<file path="src/pps_pkg.sv">
// constants and types for the transceiver port status and control registers
// Summary of operation
// - negotiation-complete status bit 6, reset zero
// - link-good status bit 5, reset zero
// - partner abilities in status bits 3 to 0
// - partner flow-control capability in bit 4
// - control bit 7 selects transceiver loopback
// - port 1 loopback turns frames at medium attachment
// - port 2 loopback uses port 1 as monitor
// - control bit 5 isolates transceiver from interface
// - control bit 4 soft reset, self clearing
// - control bit 3 forces link up
// - mode field bits 2 to 0, reset 001
// - mode codes for speed and duplex
// - contents reachable through management serial interface; force, mode and crossover bits are not mapped there
// - control register at 0x2f and 0x3f
// - 0x4f and 0x5f reserved, no function
// - crossover state in status bit 7
// - partner status register at 0x2e and 0x3e
`default_nettype none
package pps_pkg;
  // register map of the byte-wide management access
  localparam logic [7:0] ADDR_P1_STAT = 8'h2e;
  localparam logic [7:0] ADDR_P1_CTRL = 8'h2f;
  localparam logic [7:0] ADDR_P2_STAT = 8'h3e;
  localparam logic [7:0] ADDR_P2_CTRL = 8'h3f;
  localparam logic [7:0] ADDR_P3_CTRL = 8'h4f;
  localparam logic [7:0] ADDR_P4_CTRL = 8'h5f;
  // combined control and status fields
  localparam int CTL_LOOP_BIT  = 7;
  localparam int CTL_RSVD_BIT  = 6;
  localparam int CTL_ISO_BIT   = 5;
  localparam int CTL_RST_BIT   = 4;
  localparam int CTL_FORCE_BIT = 3;
  localparam int MODE_MSB      = 2;
  // partner status fields
  localparam int STS_XOVER_BIT = 7;
  localparam int STS_AN_BIT    = 6;
  localparam int STS_LINK_BIT  = 5;
  localparam int STS_FC_BIT    = 4;
  localparam int STS_ABIL_MSB  = 3;
  localparam logic [7:0] STATUS_RESET = 8'h00;
  // standard management register view
  localparam logic [4:0] MII_REG_CTRL    = 5'h00;
  localparam logic [4:0] MII_REG_STAT    = 5'h01;
  localparam logic [4:0] MII_REG_PARTNER = 5'h05;
  localparam int MII_CTL_RST_BIT   = 15;
  localparam int MII_CTL_LOOP_BIT  = 14;
  localparam int MII_CTL_ISO_BIT   = 10;
  localparam int MII_STAT_AN_BIT   = 5;
  localparam int MII_STAT_LINK_BIT = 2;
  localparam int MII_LP_PAUSE_BIT  = 10;
  localparam int MII_LP_ABIL_LSB   = 5;
  // width of the synchronised transceiver status bundle
  localparam int PHY_STAT_W = 10;
  localparam int PS_AN     = 9;
  localparam int PS_LINK   = 8;
  localparam int PS_MDI    = 7;
  localparam int PS_FC     = 6;
  localparam int PS_ABIL   = 2;
  localparam int PS_SPEED  = 1;
  localparam int PS_DUPLEX = 0;
  // soft reset hold time, rounded up to whole cycles
  localparam int CLK_PERIOD_NS    = 20;
  localparam int SOFT_RST_TIME_NS = 1000;
  localparam int SOFT_RST_CYCLES  = (SOFT_RST_TIME_NS + CLK_PERIOD_NS - 1) / CLK_PERIOD_NS;
  localparam int RST_CNT_W        = 6;
  // operating mode codes
  typedef enum logic [2:0] {
    MODE_RSVD0 = 3'b000,
    MODE_NEG   = 3'b001,
    MODE_10HD  = 3'b010,
    MODE_100HD = 3'b011,
    MODE_RSVD4 = 3'b100,
    MODE_10FD  = 3'b101,
    MODE_100FD = 3'b110,
    MODE_RSVD7 = 3'b111
  } pps_mode_type;
  typedef enum logic [0:0] {
    RST_IDLE = 1'b0,
    RST_BUSY = 1'b1
  } pps_rst_state_type;
endpackage
`default_nettype wire

</file>
<file path="src/pps_sync.sv">
// two-stage synchroniser for a bundle of slow level signals
`timescale 1ns/1ps
`default_nettype none
module pps_sync #(
  parameter int W = 1
) (
  input  wire logic         clk_in,
  input  wire logic         nrst_in,
  input  wire logic         ce_in,
  input  wire logic [W-1:0] async_in,
  output logic      [W-1:0] sync_out
);
  logic [W-1:0] meta_q;

  // first stage feeds only the second stage
  always_ff @(posedge clk_in) begin
    if (!nrst_in) begin
      meta_q   <= '0;
      sync_out <= '0;
    end else if (ce_in) begin
      meta_q   <= async_in;
      sync_out <= meta_q;
    end
  end
endmodule // pps_sync
`default_nettype wire

</file>
<file path="src/pps_port.sv">
// control bits, soft reset and status capture for one transceiver port
`timescale 1ns/1ps
`default_nettype none
module pps_port
  import pps_pkg::*;
(
  input  wire logic                  clk_in,
  input  wire logic                  nrst_in,
  input  wire logic                  ce_in,
  input  wire logic                  ctrl_wr_in,
  input  wire logic [7:0]            ctrl_wdata_in,
  input  wire logic [PHY_STAT_W-1:0] phy_stat_in,
  output logic      [7:0]            status_out,
  output logic                       loopback_out,
  output logic                       isolate_out,
  output logic                       soft_reset_out,
  output logic                       force_link_out,
  output var pps_mode_type           mode_out
);
  pps_rst_state_type      rst_state_d;
  logic [RST_CNT_W-1:0]   rst_cnt_q;
  logic [RST_CNT_W-1:0]   rst_cnt_d;
  logic [7:0]             status_d;
  pps_mode_type           mode_d;
  wire                    rst_req  = ctrl_wr_in & ctrl_wdata_in[CTL_RST_BIT];
  wire                    link_eff = phy_stat_in[PS_LINK] | force_link_out;
  wire                    in_rst   = (soft_reset_out == RST_BUSY);

  // soft reset sequencer; a new request during the hold restarts it
  always_comb begin
    rst_state_d = pps_rst_state_type'(soft_reset_out);
    rst_cnt_d   = rst_cnt_q;
    case (pps_rst_state_type'(soft_reset_out))
      RST_IDLE: begin
        if (rst_req) begin
          rst_state_d = RST_BUSY;
          rst_cnt_d   = RST_CNT_W'(SOFT_RST_CYCLES - 1);
        end
      end
      RST_BUSY: begin
        if (rst_req) begin
          rst_cnt_d = RST_CNT_W'(SOFT_RST_CYCLES - 1);
        end else if (rst_cnt_q == '0) begin
          rst_state_d = RST_IDLE; // self clear
        end else begin
          rst_cnt_d = rst_cnt_q - 1'b1;
        end
      end
      default: begin
        rst_state_d = RST_IDLE;
      end
    endcase
  end

  // mode code from resolved speed and duplex
  always_comb begin
    if (in_rst || !link_eff || (!phy_stat_in[PS_AN] && !force_link_out)) begin
      mode_d = MODE_NEG;
    end else if (phy_stat_in[PS_DUPLEX]) begin
      mode_d = phy_stat_in[PS_SPEED] ? MODE_100FD : MODE_10FD;
    end else begin
      mode_d = phy_stat_in[PS_SPEED] ? MODE_100HD : MODE_10HD;
    end
  end

  // status is held at reset value while the transceiver is in soft reset
  assign status_d = in_rst ? STATUS_RESET :
                    {phy_stat_in[PS_MDI], phy_stat_in[PS_AN], link_eff,
                     phy_stat_in[PS_FC], phy_stat_in[PS_ABIL +: 4]};

  // control register; loopback, isolate and force survive a soft reset
  always_ff @(posedge clk_in) begin
    if (!nrst_in) begin
      loopback_out   <= 1'b0;
      isolate_out    <= 1'b0;
      force_link_out <= 1'b0;
      soft_reset_out <= RST_IDLE;
      rst_cnt_q      <= '0;
      status_out     <= STATUS_RESET;
      mode_out       <= MODE_NEG;
    end else if (ce_in) begin
      if (ctrl_wr_in) begin
        loopback_out   <= ctrl_wdata_in[CTL_LOOP_BIT];
        isolate_out    <= ctrl_wdata_in[CTL_ISO_BIT];
        force_link_out <= ctrl_wdata_in[CTL_FORCE_BIT];
      end
      soft_reset_out <= rst_state_d;
      rst_cnt_q      <= rst_cnt_d;
      status_out     <= status_d;
      mode_out       <= mode_d;
    end
  end
endmodule // pps_port
`default_nettype wire

</file>
<file path="src/pps_top.sv">
// register bank for the two transceiver ports with management access
`timescale 1ns/1ps
`default_nettype none
module pps_top
  import pps_pkg::*;
(
  input  wire logic                    clk_in,
  input  wire logic                    nrst_in,
  input  wire logic                    ce_in,
  // switch management byte access
  input  wire logic                    reg_wr_in,
  input  wire logic                    reg_rd_in,
  input  wire logic [7:0]              reg_addr_in,
  input  wire logic [7:0]              reg_wdata_in,
  output logic      [7:0]              reg_rdata_out,
  output logic                         reg_rvalid_out,
  // standard management register access
  input  wire logic                    miim_wr_in,
  input  wire logic                    miim_rd_in,
  input  wire logic                    miim_port_in,
  input  wire logic [4:0]              miim_reg_in,
  input  wire logic [15:0]             miim_wdata_in,
  output logic      [15:0]             miim_rdata_out,
  output logic                         miim_rvalid_out,
  // transceiver status from the analog side, port 1 in the low half
  input  wire logic [2*PHY_STAT_W-1:0] phy_stat_in,
  // receive interface from transceiver towards the switch
  input  wire logic [1:0]              phy_rx_dv_in,
  input  wire logic [7:0]              phy_rxd_in,
  output logic      [1:0]              mac_rx_dv_out,
  output logic      [7:0]              mac_rxd_out,
  // transmit interface from switch towards transceiver
  input  wire logic [1:0]              mac_tx_en_in,
  input  wire logic [7:0]              mac_txd_in,
  output logic      [1:0]              phy_tx_en_out,
  output logic      [7:0]              phy_txd_out,
  // transceiver controls
  output logic      [1:0]              transceiver_loopback_out,
  output logic      [1:0]              transceiver_isolation_out,
  output logic      [1:0]              phy_soft_reset_out,
  output logic      [1:0]              phy_force_link_out
);
  logic [2*PHY_STAT_W-1:0] stat_sync;
  logic [7:0]              status     [2];
  pps_mode_type            mode       [2];
  logic [7:0]              ctrl_rd    [2];
  logic [15:0]             mii_rd     [2];
  logic [1:0]              ctrl_wr;
  logic [7:0]              ctrl_wdata [2];
  logic [7:0]              reg_rdata_d;
  logic [15:0]             miim_rdata_d;

  // status pins come from the analog clock domain
  pps_sync #(
    .W (2*PHY_STAT_W)
  ) u_sync (
    .clk_in   (clk_in),
    .nrst_in  (nrst_in),
    .ce_in    (ce_in),
    .async_in (phy_stat_in),
    .sync_out (stat_sync)
  );

  // byte-bus decode; 0x4f and 0x5f fall through to zero
  wire hit_p1_ctrl = (reg_addr_in == ADDR_P1_CTRL);
  wire hit_p2_ctrl = (reg_addr_in == ADDR_P2_CTRL);
  wire hit_p1_stat = (reg_addr_in == ADDR_P1_STAT);
  wire hit_p2_stat = (reg_addr_in == ADDR_P2_STAT);
  wire miim_ctrl   = miim_wr_in & (miim_reg_in == MII_REG_CTRL);

  genvar gp;
  generate
    for (gp = 0; gp < 2; gp++) begin : g_port
      wire bus_wr  = reg_wr_in & (gp == 0 ? hit_p1_ctrl : hit_p2_ctrl);
      wire mii_sel = miim_ctrl & (miim_port_in == 1'(gp));
      // byte bus wins when both paths write the same port together
      assign ctrl_wr[gp]    = bus_wr | mii_sel;
      assign ctrl_wdata[gp] = bus_wr ? reg_wdata_in :
                              {miim_wdata_in[MII_CTL_LOOP_BIT], 1'b0,
                               miim_wdata_in[MII_CTL_ISO_BIT],
                               miim_wdata_in[MII_CTL_RST_BIT],
                               phy_force_link_out[gp], 3'b000};
      // reserved bit 6 always reads zero
      assign ctrl_rd[gp] = {transceiver_loopback_out[gp], 1'b0,
                            transceiver_isolation_out[gp], phy_soft_reset_out[gp],
                            phy_force_link_out[gp], mode[gp]};

      pps_port u_port (
        .clk_in         (clk_in),
        .nrst_in        (nrst_in),
        .ce_in          (ce_in),
        .ctrl_wr_in     (ctrl_wr[gp]),
        .ctrl_wdata_in  (ctrl_wdata[gp]),
        .phy_stat_in    (stat_sync[gp*PHY_STAT_W +: PHY_STAT_W]),
        .status_out     (status[gp]),
        .loopback_out   (transceiver_loopback_out[gp]),
        .isolate_out    (transceiver_isolation_out[gp]),
        .soft_reset_out (phy_soft_reset_out[gp]),
        .force_link_out (phy_force_link_out[gp]),
        .mode_out       (mode[gp])
      );

      // standard register view of this port
      always_comb begin
        mii_rd[gp] = 16'h0000;
        case (miim_reg_in)
          MII_REG_CTRL: begin
            mii_rd[gp][MII_CTL_RST_BIT]  = phy_soft_reset_out[gp];
            mii_rd[gp][MII_CTL_LOOP_BIT] = transceiver_loopback_out[gp];
            mii_rd[gp][MII_CTL_ISO_BIT]  = transceiver_isolation_out[gp];
          end
          MII_REG_STAT: begin
            mii_rd[gp][MII_STAT_AN_BIT]   = status[gp][STS_AN_BIT];
            mii_rd[gp][MII_STAT_LINK_BIT] = status[gp][STS_LINK_BIT];
          end
          MII_REG_PARTNER: begin
            mii_rd[gp][MII_LP_PAUSE_BIT]          = status[gp][STS_FC_BIT];
            mii_rd[gp][MII_LP_ABIL_LSB +: 4]      = status[gp][STS_ABIL_MSB:0];
          end
          default: begin
            mii_rd[gp] = 16'h0000;
          end
        endcase
      end

      // isolation drops the interface in both directions
      always_ff @(posedge clk_in) begin
        if (!nrst_in) begin
          mac_rx_dv_out[gp]         <= 1'b0;
          mac_rxd_out[gp*4 +: 4]    <= 4'h0;
          phy_tx_en_out[gp]         <= 1'b0;
          phy_txd_out[gp*4 +: 4]    <= 4'h0;
        end else if (ce_in) begin
          mac_rx_dv_out[gp]      <= phy_rx_dv_in[gp] & ~transceiver_isolation_out[gp];
          mac_rxd_out[gp*4 +: 4] <= transceiver_isolation_out[gp] ? 4'h0
                                                                  : phy_rxd_in[gp*4 +: 4];
          phy_tx_en_out[gp]      <= mac_tx_en_in[gp] & ~transceiver_isolation_out[gp];
          phy_txd_out[gp*4 +: 4] <= transceiver_isolation_out[gp] ? 4'h0
                                                                  : mac_txd_in[gp*4 +: 4];
        end
      end
    end
  endgenerate

  // read select; unmapped and reserved addresses read zero
  assign reg_rdata_d = hit_p1_ctrl ? ctrl_rd[0] :
                       hit_p2_ctrl ? ctrl_rd[1] :
                       hit_p1_stat ? status[0]  :
                       hit_p2_stat ? status[1]  : 8'h00;
  assign miim_rdata_d = miim_port_in ? mii_rd[1] : mii_rd[0];

  // read data registered, valid one cycle after the strobe
  always_ff @(posedge clk_in) begin
    if (!nrst_in) begin
      reg_rdata_out   <= 8'h00;
      reg_rvalid_out  <= 1'b0;
      miim_rdata_out  <= 16'h0000;
      miim_rvalid_out <= 1'b0;
    end else if (ce_in) begin
      reg_rvalid_out  <= reg_rd_in;
      miim_rvalid_out <= miim_rd_in;
      if (reg_rd_in) begin
        reg_rdata_out <= reg_rdata_d;
      end
      if (miim_rd_in) begin
        miim_rdata_out <= miim_rdata_d;
      end
    end
  end

  // helper: length of the current soft reset on port 1
  logic [RST_CNT_W:0] p1_rst_len_q;
  always_ff @(posedge clk_in) begin
    if (!nrst_in || !phy_soft_reset_out[0]) begin
      p1_rst_len_q <= '0;
    end else if (ce_in && ctrl_wr[0] && ctrl_wdata[0][CTL_RST_BIT]) begin
      p1_rst_len_q <= '0; // a fresh request restarts the hold, so the count does too
    end else if (ce_in) begin
      p1_rst_len_q <= p1_rst_len_q + 1'b1;
    end
  end
endmodule // pps_top
`default_nettype wire

</file>
<file path="config.mk">
export PLATFORM = sky130hd
export DESIGN_NAME = pps_top
export DESIGN_NICKNAME = d
export VERILOG_FILES = /design/src/pps_pkg.sv /design/src/pps_sync.sv /design/src/pps_port.sv /design/src/pps_top.sv
export SDC_FILE = /design/constraint.sdc
export NUM_CORES = 1
export LEC_CHECK = 0
export ABC_AREA = 1
export BUFFER_PORTS_ARGS = -buffer_cell sky130_fd_sc_hd__buf_4
export CORE_MARGIN = 10
export CORE_UTILIZATION = 54
export DETAILED_ROUTE_END_ITERATION = 12
export PLACE_DENSITY = 0.88
export SYNTH_ARGS = -nofsm -noshare
export SYNTH_HDL_FRONTEND = slang
export SYNTH_HIERARCHICAL = 1
export SYNTH_SLANG_ARGS = --single-unit
</file>
<file path="constraint.sdc">
create_clock -name clk_in -period 2.2 [get_ports clk_in]
set_input_delay 0.33 -clock clk_in [delete_from_list [all_inputs] [get_ports clk_in]]
set_output_delay 0.33 -clock clk_in [all_outputs]
set_load 0.01 [all_outputs]
</file>
==> results.py, run 1 <==
metrics = {
    "power": {
        "irDropWorstVdd_mv": 0.519,
        "power_mw": 5.59,
        "p_per_area_nw_per_um2": 790,
        "p_leak_nw": 3.44,
    },
    "sta": {
        "layout_min_cycle_time_ps": 1610,
        "clock_skew_ps": 9.85,
        "hold_viol": 0,
        "fmax_mhz": 622,
        "setup_viol": 0,
        "min_period_over_period_pct": 73.0,
        "fin_setup_tns_ps": 0,
        "drv_slew": 0,
        "rsz0062_at_grt": "no",
    },
    "routing": {
        "drt-vias-per-instance": 4.99,
        "drc": 0,
        "via_count": 5433,
        "ant_nets": 0,
        "first_iter_violations": 496,
        "wire_per_inst_microns": 13.5,
        "drtPass1Iterations": 6,
        "totalWireLength_microns": 14700,
    },
    "clock_tree": {
        "cts-root-buf": "clkbuf_8",
        "cts_num_sinks": 120,
        "cts_buffers": 17,
        "ctsHoldBuffers": 0,
        "clk_pin_slew_ps": 60,
        "cts_tree": "built",
        "clk-insertion-delay-late_ps": 530,
        "post_cts_buffers": 0,
        "clockBufferDepth": 2,
        "cts-resized-gates": 0,
        "cts_max_level": 4,
    },
    "die": {
        "start_util_pct": 55.4,
        "fp-row-count": 37,
        "dieArea_sq_um": 15100,
        "core_area_sq_um": 10300,
        "io_pins": 139,
        "fp.dieH_microns": 123,
        "die_width_microns": 123,
    },
    "yosys": {
        "syn_area_per_cell_sq_um": 6.76,
        "syn_inst": 846,
        "yosys_warnings": 6,
        "netlist_area_sq_um": 5720,
    },
    "place": {
        "dp_hpwl_microns": 10200,
        "place.gp.congestion": 0.945,
        "portBuffers": 113,
    },
    "setup_path": {
        "crit_family": "flip-flops",
        "crit_arrival_ps": 1280,
        "critPathRequiredTime_ps": 1870,
        "worst_path_largest_cell_delay_ps": 560,
        "cp_cell_sequence": "buf_4",
        "crit_fanout": 8,
        "cp-start-kind": "flip-flop",
        "path_buf_inv": 1,
        "end_kind": "primary output",
        "cpMaxStageDelayCell": "dfxtp_1",
        "path_class": "flip-flop to primary output",
    },
    "cells_and_area": {
        "fin_nets": 1031,
        "drive_gt1_share_pct": 19.3,
        "layout_commonest_cell": "nand2_1",
        "syn2layout_area_growth_pct": 23.7,
        "final_cell_mix": "225 x nand2_1, 142 x nor2_1, 120 x dfxtp_1",
        "antennaDiodeCount": 0,
    },
    "min_path": {
        "hold_class": "input pin to flip-flop",
    },
    "grt": {
        "grt_busiest_layer": "met2",
        "grt_pass1_wl_microns": 23900,
        "antenna_found_initial": 0,
        "gr-usage-met3_pct": 6.02,
        "grt-ovfl-total": 0,
        "use_met2_pct": 32.3,
        "grtUsageTotal_pct": 19.4,
        "grt_pass1_vias": 5103,
        "grt_max_degree": 75,
        "met1_usage_pct": 23.0,
    },
    "status": {
        "status": "complete, no violations",
    },
    "flow_run": {
        "maxCapViolations": 0,
    },
}
[layer usage]
layer  vias to the layer above  share of wire [%]
li1                       2811                  -
met1                      2372                 41
met2                       213                 48
met3                        37                9.0
met4                         0                2.1
met5                         -                  0
[worst paths after layout]
kind	from	end	slack (ps)	cells past startpoint
worst max register to register	g_port[1].u_port/soft_reset_out$_SDFFE_PN0P_	g_port[1].u_port/status_out[5]$_SDFFE_PN0P_	830	4
worst min register to register	miim_rdata_out[5]$_SDFFE_PN0P_	miim_rdata_out[5]$_SDFFE_PN0P_	460	2
worst min-delay path	phy_rxd_in[6]	mac_rxd_out[6]$_SDFFE_PN0P_	70	3
worst max-delay path	g_port[1].u_port/soft_reset_out$_SDFFE_PN0P_	phy_soft_reset_out[1]	590	1
[worst min-delay path, stage by stage]
cell     delay, ps
buf_4          110
nand2_1         50
a21oi_1         60
[cell type report]
| class | instances | area (sq um) |
|---|---|---|
| Multi-Input combinational cell | 589 | 2660 |
| Fill cell | 845 | 3250 |
| Timing Repair Buffer | 120 | 913 |
| Sequential cell | 120 | 2400 |
| Clock inverter | 11 | 148 |
| Tap cell | 136 | 170 |
| Inverter | 92 | 348 |
| Clock buffer | 21 | 439 |
[flip-flops by register name (all words and copies together) (netlist names)]
name / flops
g_port.u_port/status_out: 16
g_port.u_port/rst_cnt_q: 12
miim_rvalid_out: 1
g_port.u_port/loopback_out: 2
u_sync/sync_out: 20
reg_rdata_out: 8
phy_txd_out: 8
phy_tx_en_out: 2
g_port.u_port/force_link_out: 2
g_port.u_port/isolate_out: 2
reg_rvalid_out: 1
mac_rxd_out: 8
mac_rx_dv_out: 2
g_port.u_port/mode_out: 6
g_port.u_port/soft_reset_out: 2
u_sync/meta_q: 20
miim_rdata_out: 8
[power by group]
part | internal [mW] | leakage, nW | total [mW] | switching (mW)
logic | 0.234 | 2.17 | 0.530 | 0.295
clock network | 1.76 | 0.286 | 2.72 | 0.969
registers | 2.28 | 0.985 | 2.34 | 0.0610
total | 4.27 | 3.44 | 5.59 | 1.33
[per-stage QoR]
stage | cell area, sq um | worst slack (ps) | utilization, % | std cells | hold slack (ps)
floorplan | 5750 | 496 | - | 853 | 437
global placement | 6490 | 203 | 62.9 | 1057 | 450
detailed placement | 6490 | 164 | 62.9 | 1057 | 456
CTS | 7080 | 615 | 68.5 | 1089 | 64.4
global route | 7080 | 460 | 68.5 | 1089 | 67.5
finish | 7080 | 593 | 68.5 | 1089 | 72.6
Power figures use the tool's default switching activity.
==> run 2: changes to the inputs <==
==> constraint.sdc (replaced) <==
create_clock -name clk_in -period 1.6 [get_ports clk_in]
set_input_delay 0.24 -clock clk_in [delete_from_list [all_inputs] [get_ports clk_in]]
set_output_delay 0.24 -clock clk_in [all_outputs]
set_load 0.01 [all_outputs]
==> run 2 against run 1 <==
Sequential power grew 38%. Critical path depth unchanged. Core utilization rose by 4.4 points. Sequential cell count unchanged. Clock power up 32%. Critical path type unchanged. Critical endpoint is now phy_soft_reset_out[0].
==> results.py, run 2 (synthesis results as in run 1) <==
metrics = {
    "routing": {
        "wire_per_inst_microns": 14.3,
        "first_iter_violations": 510,
        "drt-vias-per-instance": 5.09,
        "drc": 0,
        "via_count": 5813,
        "ant_nets": 0,
        "drtPass1Iterations": 6,
        "totalWireLength_microns": 16400,
    },
    "setup_path": {
        "path_class": "flip-flop to primary output",
        "critPathRequiredTime_ps": 1360,
        "cpMaxStageDelayCell": "dfxtp_1",
        "crit_family": "flip-flops",
        "worst_path_largest_cell_delay_ps": 490,
        "cp_cell_sequence": "buf_4",
        "path_buf_inv": 1,
        "crit_arrival_ps": 1190,
        "end_kind": "primary output",
        "crit_fanout": 7,
        "cp-start-kind": "flip-flop",
    },
    "cells_and_area": {
        "layout_commonest_cell": "nand2_1",
        "register_area_sq_um": 2400,
        "fin_nets": 1085,
        "multi_input_area_sq_um": 2670,
        "n_fill_cell": 742,
        "antennaDiodeCount": 0,
        "syn2layout_area_growth_pct": 31.7,
        "largestRegisters": "u_sync/meta_q x20, u_sync/sync_out x20, g_port.u_port/status_out x16",
        "final_cell_mix": "225 x nand2_1, 146 x buf_4, 141 x nor2_1",
        "drive_gt1_share_pct": 21.2,
    },
    "clock_tree": {
        "cts-root-buf": "clkbuf_8",
        "post_cts_buffers": 0,
        "cts_num_sinks": 120,
        "cts_tree": "built",
        "cts_buffers": 17,
        "clk_pin_slew_ps": 50,
        "clockBufferDepth": 2,
        "clk-insertion-delay-late_ps": 520,
        "cts_max_level": 4,
        "cts-resized-gates": 0,
    },
    "power": {
        "sequentialPowerShare_pct": 42.1,
        "p_per_area_nw_per_um2": 1010,
        "combPwrFrac_pct": 10.8,
        "power_mw": 7.65,
        "power_frac_clock_pct": 47.1,
        "switching_share_pct": 24.6,
        "p_int_mw": 5.77,
        "irDropWorstVdd_mv": 0.660,
        "p_switching_mw": 1.88,
        "p_leak_nw": 3.65,
    },
    "grt": {
        "grt-ovfl-total": 0,
        "grtUsageTotal_pct": 21.2,
        "grt_pass1_vias": 5546,
        "grt_max_degree": 42,
        "antenna_found_initial": 0,
        "grt_pass1_wl_microns": 26200,
    },
    "sta": {
        "drv_slew": 0,
        "setup_viol": 0,
        "rsz0062_at_grt": "no",
        "fmax_mhz": 699,
        "min_period_over_period_pct": 89.4,
        "fin_setup_tns_ps": 0,
        "holdWs_ps": 17.8,
        "layout_min_cycle_time_ps": 1430,
        "clock_skew_ps": 9.19,
        "hold_viol": 0,
    },
    "die": {
        "io_pins": 139,
        "fp.dieH_microns": 123,
        "dieArea_sq_um": 15100,
        "fp-row-count": 37,
        "core_area_sq_um": 10300,
        "die_width_microns": 123,
        "start_util_pct": 55.4,
    },
    "status": {
        "status": "complete, no violations",
    },
    "place": {
        "portBuffers": 113,
        "dp_hpwl_microns": 10700,
        "place.gp.congestion": 0.887,
    },
    "flow_run": {
        "maxCapViolations": 0,
    },
    "min_path": {
        "hold_class": "input pin to flip-flop",
    },
}
==> run 2: worst min-delay path: stages <==
cell and delay [ps]:
buf_4 80, inv_1 30, nand2_1 40, nand2_1 40, nor2_1 70
==> run 2: worst paths after layout <==
check | end | start | slack, ps | cells past startpoint
worst max-delay path | phy_soft_reset_out[0] | g_port[0].u_port/soft_reset_out$_SDFFE_PN0P_ | 170 | 1
worst min-delay path | u_sync/meta_q[11]$_SDFFE_PN0P_ | phy_stat_in[11] | 20 | 5
worst min register to register | mac_rxd_out[4]$_SDFFE_PN0P_ | mac_rxd_out[4]$_SDFFE_PN0P_ | 470 | 2
worst max register to register | g_port[1].u_port/mode_out[2]$_SDFFE_PN0P_ | g_port[1].u_port/force_link_out$_SDFFE_PN0P_ | 230 | 4
==> run 2: area by class of cell <==
type / instances / area share (%)
sequential: 120 / 31.9
clock inverter: 11 / 1.66
tap: 136 / 2.26
timing repair buffer: 174 / 18.4
inverter: 92 / 4.62
clock buffer: 20 / 5.78
multi-input combinational: 589 / 35.4
==> run 2: power by group through the flow <==
stage | registers [mW] | logic, mW | clock network (mW)
after global placement | 3.27 | 0.731 | 0
after floorplan | 3.28 | 0.428 | 0
after detailed placement | 3.27 | 0.747 | 0
final | 3.22 | 0.827 | 3.60
after CTS | 3.21 | 0.812 | 3.60
after global routing | 3.23 | 0.921 | 3.75
==> run 2: through the flow <==
stage | cells | util [%] | instance area, sq um | setup WS [ps]
finish | 1142 | 73.0 | 7530 | 170
floorplan | 853 | - | 5760 | -4.56
detailed placement | 1084 | 64.9 | 6700 | -201
global route | 1142 | 73.0 | 7530 | 86.9
global placement | 1084 | 64.9 | 6700 | -167
CTS | 1142 | 73.0 | 7530 | 155
==> run 2: routing by layer <==
layer	routed length, microns	part of all wire (%)	up-vias	global-route usage [%]
met5	0	0	-	0
met4	451	2.8	0	9.06
met3	1280	7.8	49	5.06
met2	7810	48	242	35.7
met1	6810	42	2604	25.3
li1	-	-	2918	-
==> run 2: timing repair <==
| item | 4_1_cts | 5_1_grt |
|---|---|---|
| hold buffers | 27 | 0 |
| endpoints found under the setup margin | 0 | 0 |
| hold endpoints to repair | 27 | 0 |
==> run 3: changes to the inputs <==
--- a/config.mk
+++ b/config.mk
@@ -7,10 +7,10 @@
 export LEC_CHECK = 0
 export ABC_AREA = 1
 export BUFFER_PORTS_ARGS = -buffer_cell sky130_fd_sc_hd__buf_4
-export CORE_MARGIN = 10
-export CORE_UTILIZATION = 54
+export CORE_MARGIN = 1.5
+export CORE_UTILIZATION = 49
 export DETAILED_ROUTE_END_ITERATION = 12
-export PLACE_DENSITY = 0.88
+export PLACE_DENSITY = 0.85
 export SYNTH_ARGS = -nofsm -noshare
 export SYNTH_HDL_FRONTEND = slang
 export SYNTH_HIERARCHICAL = 1
==> constraint.sdc (replaced) <==
create_clock -name clk_in -period 1.23 [get_ports clk_in]
set_input_delay 0.1845 -clock clk_in [delete_from_list [all_inputs] [get_ports clk_in]]
set_output_delay 0.1845 -clock clk_in [all_outputs]
set_load 0.01 [all_outputs]
==> run 3 against run 2 <==
Clock power is 47% higher. Design area rose by 2.1%. Worst hold slack lost 1.6 ps. Largest power group unchanged.
==> results.py, run 3 (synthesis results as in run 1) <==
metrics = {
    "status": {
        "status": "complete, no violations",
    },
    "sta": {
        "min_period_over_period_pct": 98.6,
        "holdWs_ps": 16.2,
        "fmax_mhz": 824,
        "fin_setup_tns_ps": 0,
        "setup_ws_ps": 16.9,
        "layout_min_cycle_time_ps": 1210,
        "rsz0062_at_grt": "yes",
        "clock_skew_ps": 6.26,
        "setup_viol": 0,
        "drv_slew": 0,
        "hold_viol": 0,
    },
    "routing": {
        "drt-vias-per-instance": 5.05,
        "first_iter_violations": 601,
        "via_count": 5764,
        "wire_per_inst_microns": 13.3,
        "drtPass1Iterations": 6,
        "ant_nets": 0,
        "totalWireLength_microns": 15200,
        "drc": 0,
    },
    "grt": {
        "grt-ovfl-total": 0,
        "grt_max_degree": 29,
        "grtUsageTotal_pct": 24.7,
        "grt_pass1_wl_microns": 24700,
        "antenna_found_initial": 0,
        "grt_pass1_vias": 5431,
    },
    "cells_and_area": {
        "drive_gt1_share_pct": 27.3,
        "antennaDiodeCount": 0,
        "n_fill_cell": 926,
        "fin_nets": 1076,
        "instances_no_fill": 1141,
        "syn2layout_area_growth_pct": 34.4,
        "layout_commonest_cell": "nand2_1",
        "final_cell_mix": "217 x nand2_1, 163 x buf_4, 138 x nor2_1",
        "final_area_sq_um": 7690,
        "largestRegisters": "u_sync/meta_q x20, u_sync/sync_out x20, g_port.u_port/status_out x16",
        "postLayoutCoreUtil_pct": 67.4,
    },
    "die": {
        "dieArea_sq_um": 12300,
        "die_width_microns": 111,
        "io_pins": 139,
        "fp-row-count": 39,
        "start_util_pct": 50.1,
        "fp.dieH_microns": 111,
        "core_area_sq_um": 11400,
    },
    "clock_tree": {
        "cts_max_level": 4,
        "cts_num_sinks": 120,
        "cts-root-buf": "clkbuf_16",
        "cts_buffers": 17,
        "clk-insertion-delay-late_ps": 420,
        "cts_tree": "built",
        "clk_pin_slew_ps": 60,
        "clockBufferDepth": 2,
    },
    "setup_path": {
        "crit_fanout": 4,
        "cp-start-kind": "flip-flop",
        "path_class": "flip-flop to primary output",
        "critPathRequiredTime_ps": 1050,
        "r2r_cells": 7,
        "end_kind": "primary output",
        "crit_arrival_ps": 1030,
    },
    "place": {
        "place.gp.congestion": 0.887,
        "dp_hpwl_microns": 10300,
        "place_area_sq_um": 6860,
        "dp.cells": 1108,
        "portBuffers": 113,
        "pre_cts_slack_ps": -379,
    },
    "power": {
        "irDropWorstVdd_mv": 1.16,
        "p_leak_nw": 3.73,
        "p_per_area_nw_per_um2": 1370,
        "power_mw": 10.5,
    },
    "flow_run": {
        "maxCapViolations": 0,
    },
    "min_path": {
        "hold_class": "input pin to flip-flop",
        "min_path_cells": 3,
    },
}
[run 3: cell types whose count changed in the layout (fill, tap and decap cells not counted), sizes merged]
| cell | previous run | this run |
|---|---|---|
| dlygate4sd3 | 27 | 0 |
| clkbuf | 20 | 22 |
| clkinv | 7 | 5 |
| clkinvlp | 5 | 3 |
| bufinv | 2 | 4 |
| inv | 89 | 90 |
| buf | 147 | 165 |
[run 3: worst max-delay path, stage by stage (launching register included)]
cell and delay [ps]:
dfxtp_2 320, buf_4 150, buf_4 140
[run 3: timing repair]
action	4_1_cts	5_1_grt
resized for setup	8	51
hold buffers	0	0
setup buffers	2	0
pin swaps	0	13
endpoints found under the setup margin	11	26
[run 3: layout make-up]
| class | instances | area [sq um] | area share (%) |
|---|---|---|---|
| timing repair buffer | 165 | 1250 | 16.3 |
| inverter | 92 | 350 | 4.56 |
| sequential | 120 | 2420 | 31.5 |
| multi-input combinational | 589 | 2850 | 37.0 |
| tap | 143 | 179 | 2.33 |
| clock buffer | 22 | 474 | 6.17 |
| clock inverter | 10 | 165 | 2.15 |
[run 3: final timing paths]
| path | start | end | slack (ps) |
|---|---|---|---|
| max reg2reg | g_port[0].u_port/rst_cnt_q[1]$_SDFFE_PN0P_ | g_port[0].u_port/rst_cnt_q[2]$_SDFFE_PN0P_ | 30 |
| min reg2reg | phy_txd_out[3]$_SDFFE_PN0P_ | phy_txd_out[3]$_SDFFE_PN0P_ | 470 |
| max | g_port[0].u_port/soft_reset_out$_SDFFE_PN0P_ | phy_soft_reset_out[0] | 20 |
| min | phy_rxd_in[7] | mac_rxd_out[7]$_SDFFE_PN0P_ | 20 |
[run 3: power by group]
group / internal (mW) / switching (mW)
logic: 0.475 / 0.571
registers: 4.07 / 0.111
clock network: 3.56 / 1.76
total: 8.10 / 2.44
[run 3: per-layer routing]
metal  GRT usage, %  up-vias  wire (microns)  part of all wire (%)
met4           10.2        0             449                   3.0
met5              0        -               0                     0
met3           6.29       43            1050                   6.9
li1               -     2898               -                     -
met1           29.4     2586            6240                    41
met2           42.6      237            7450                    49
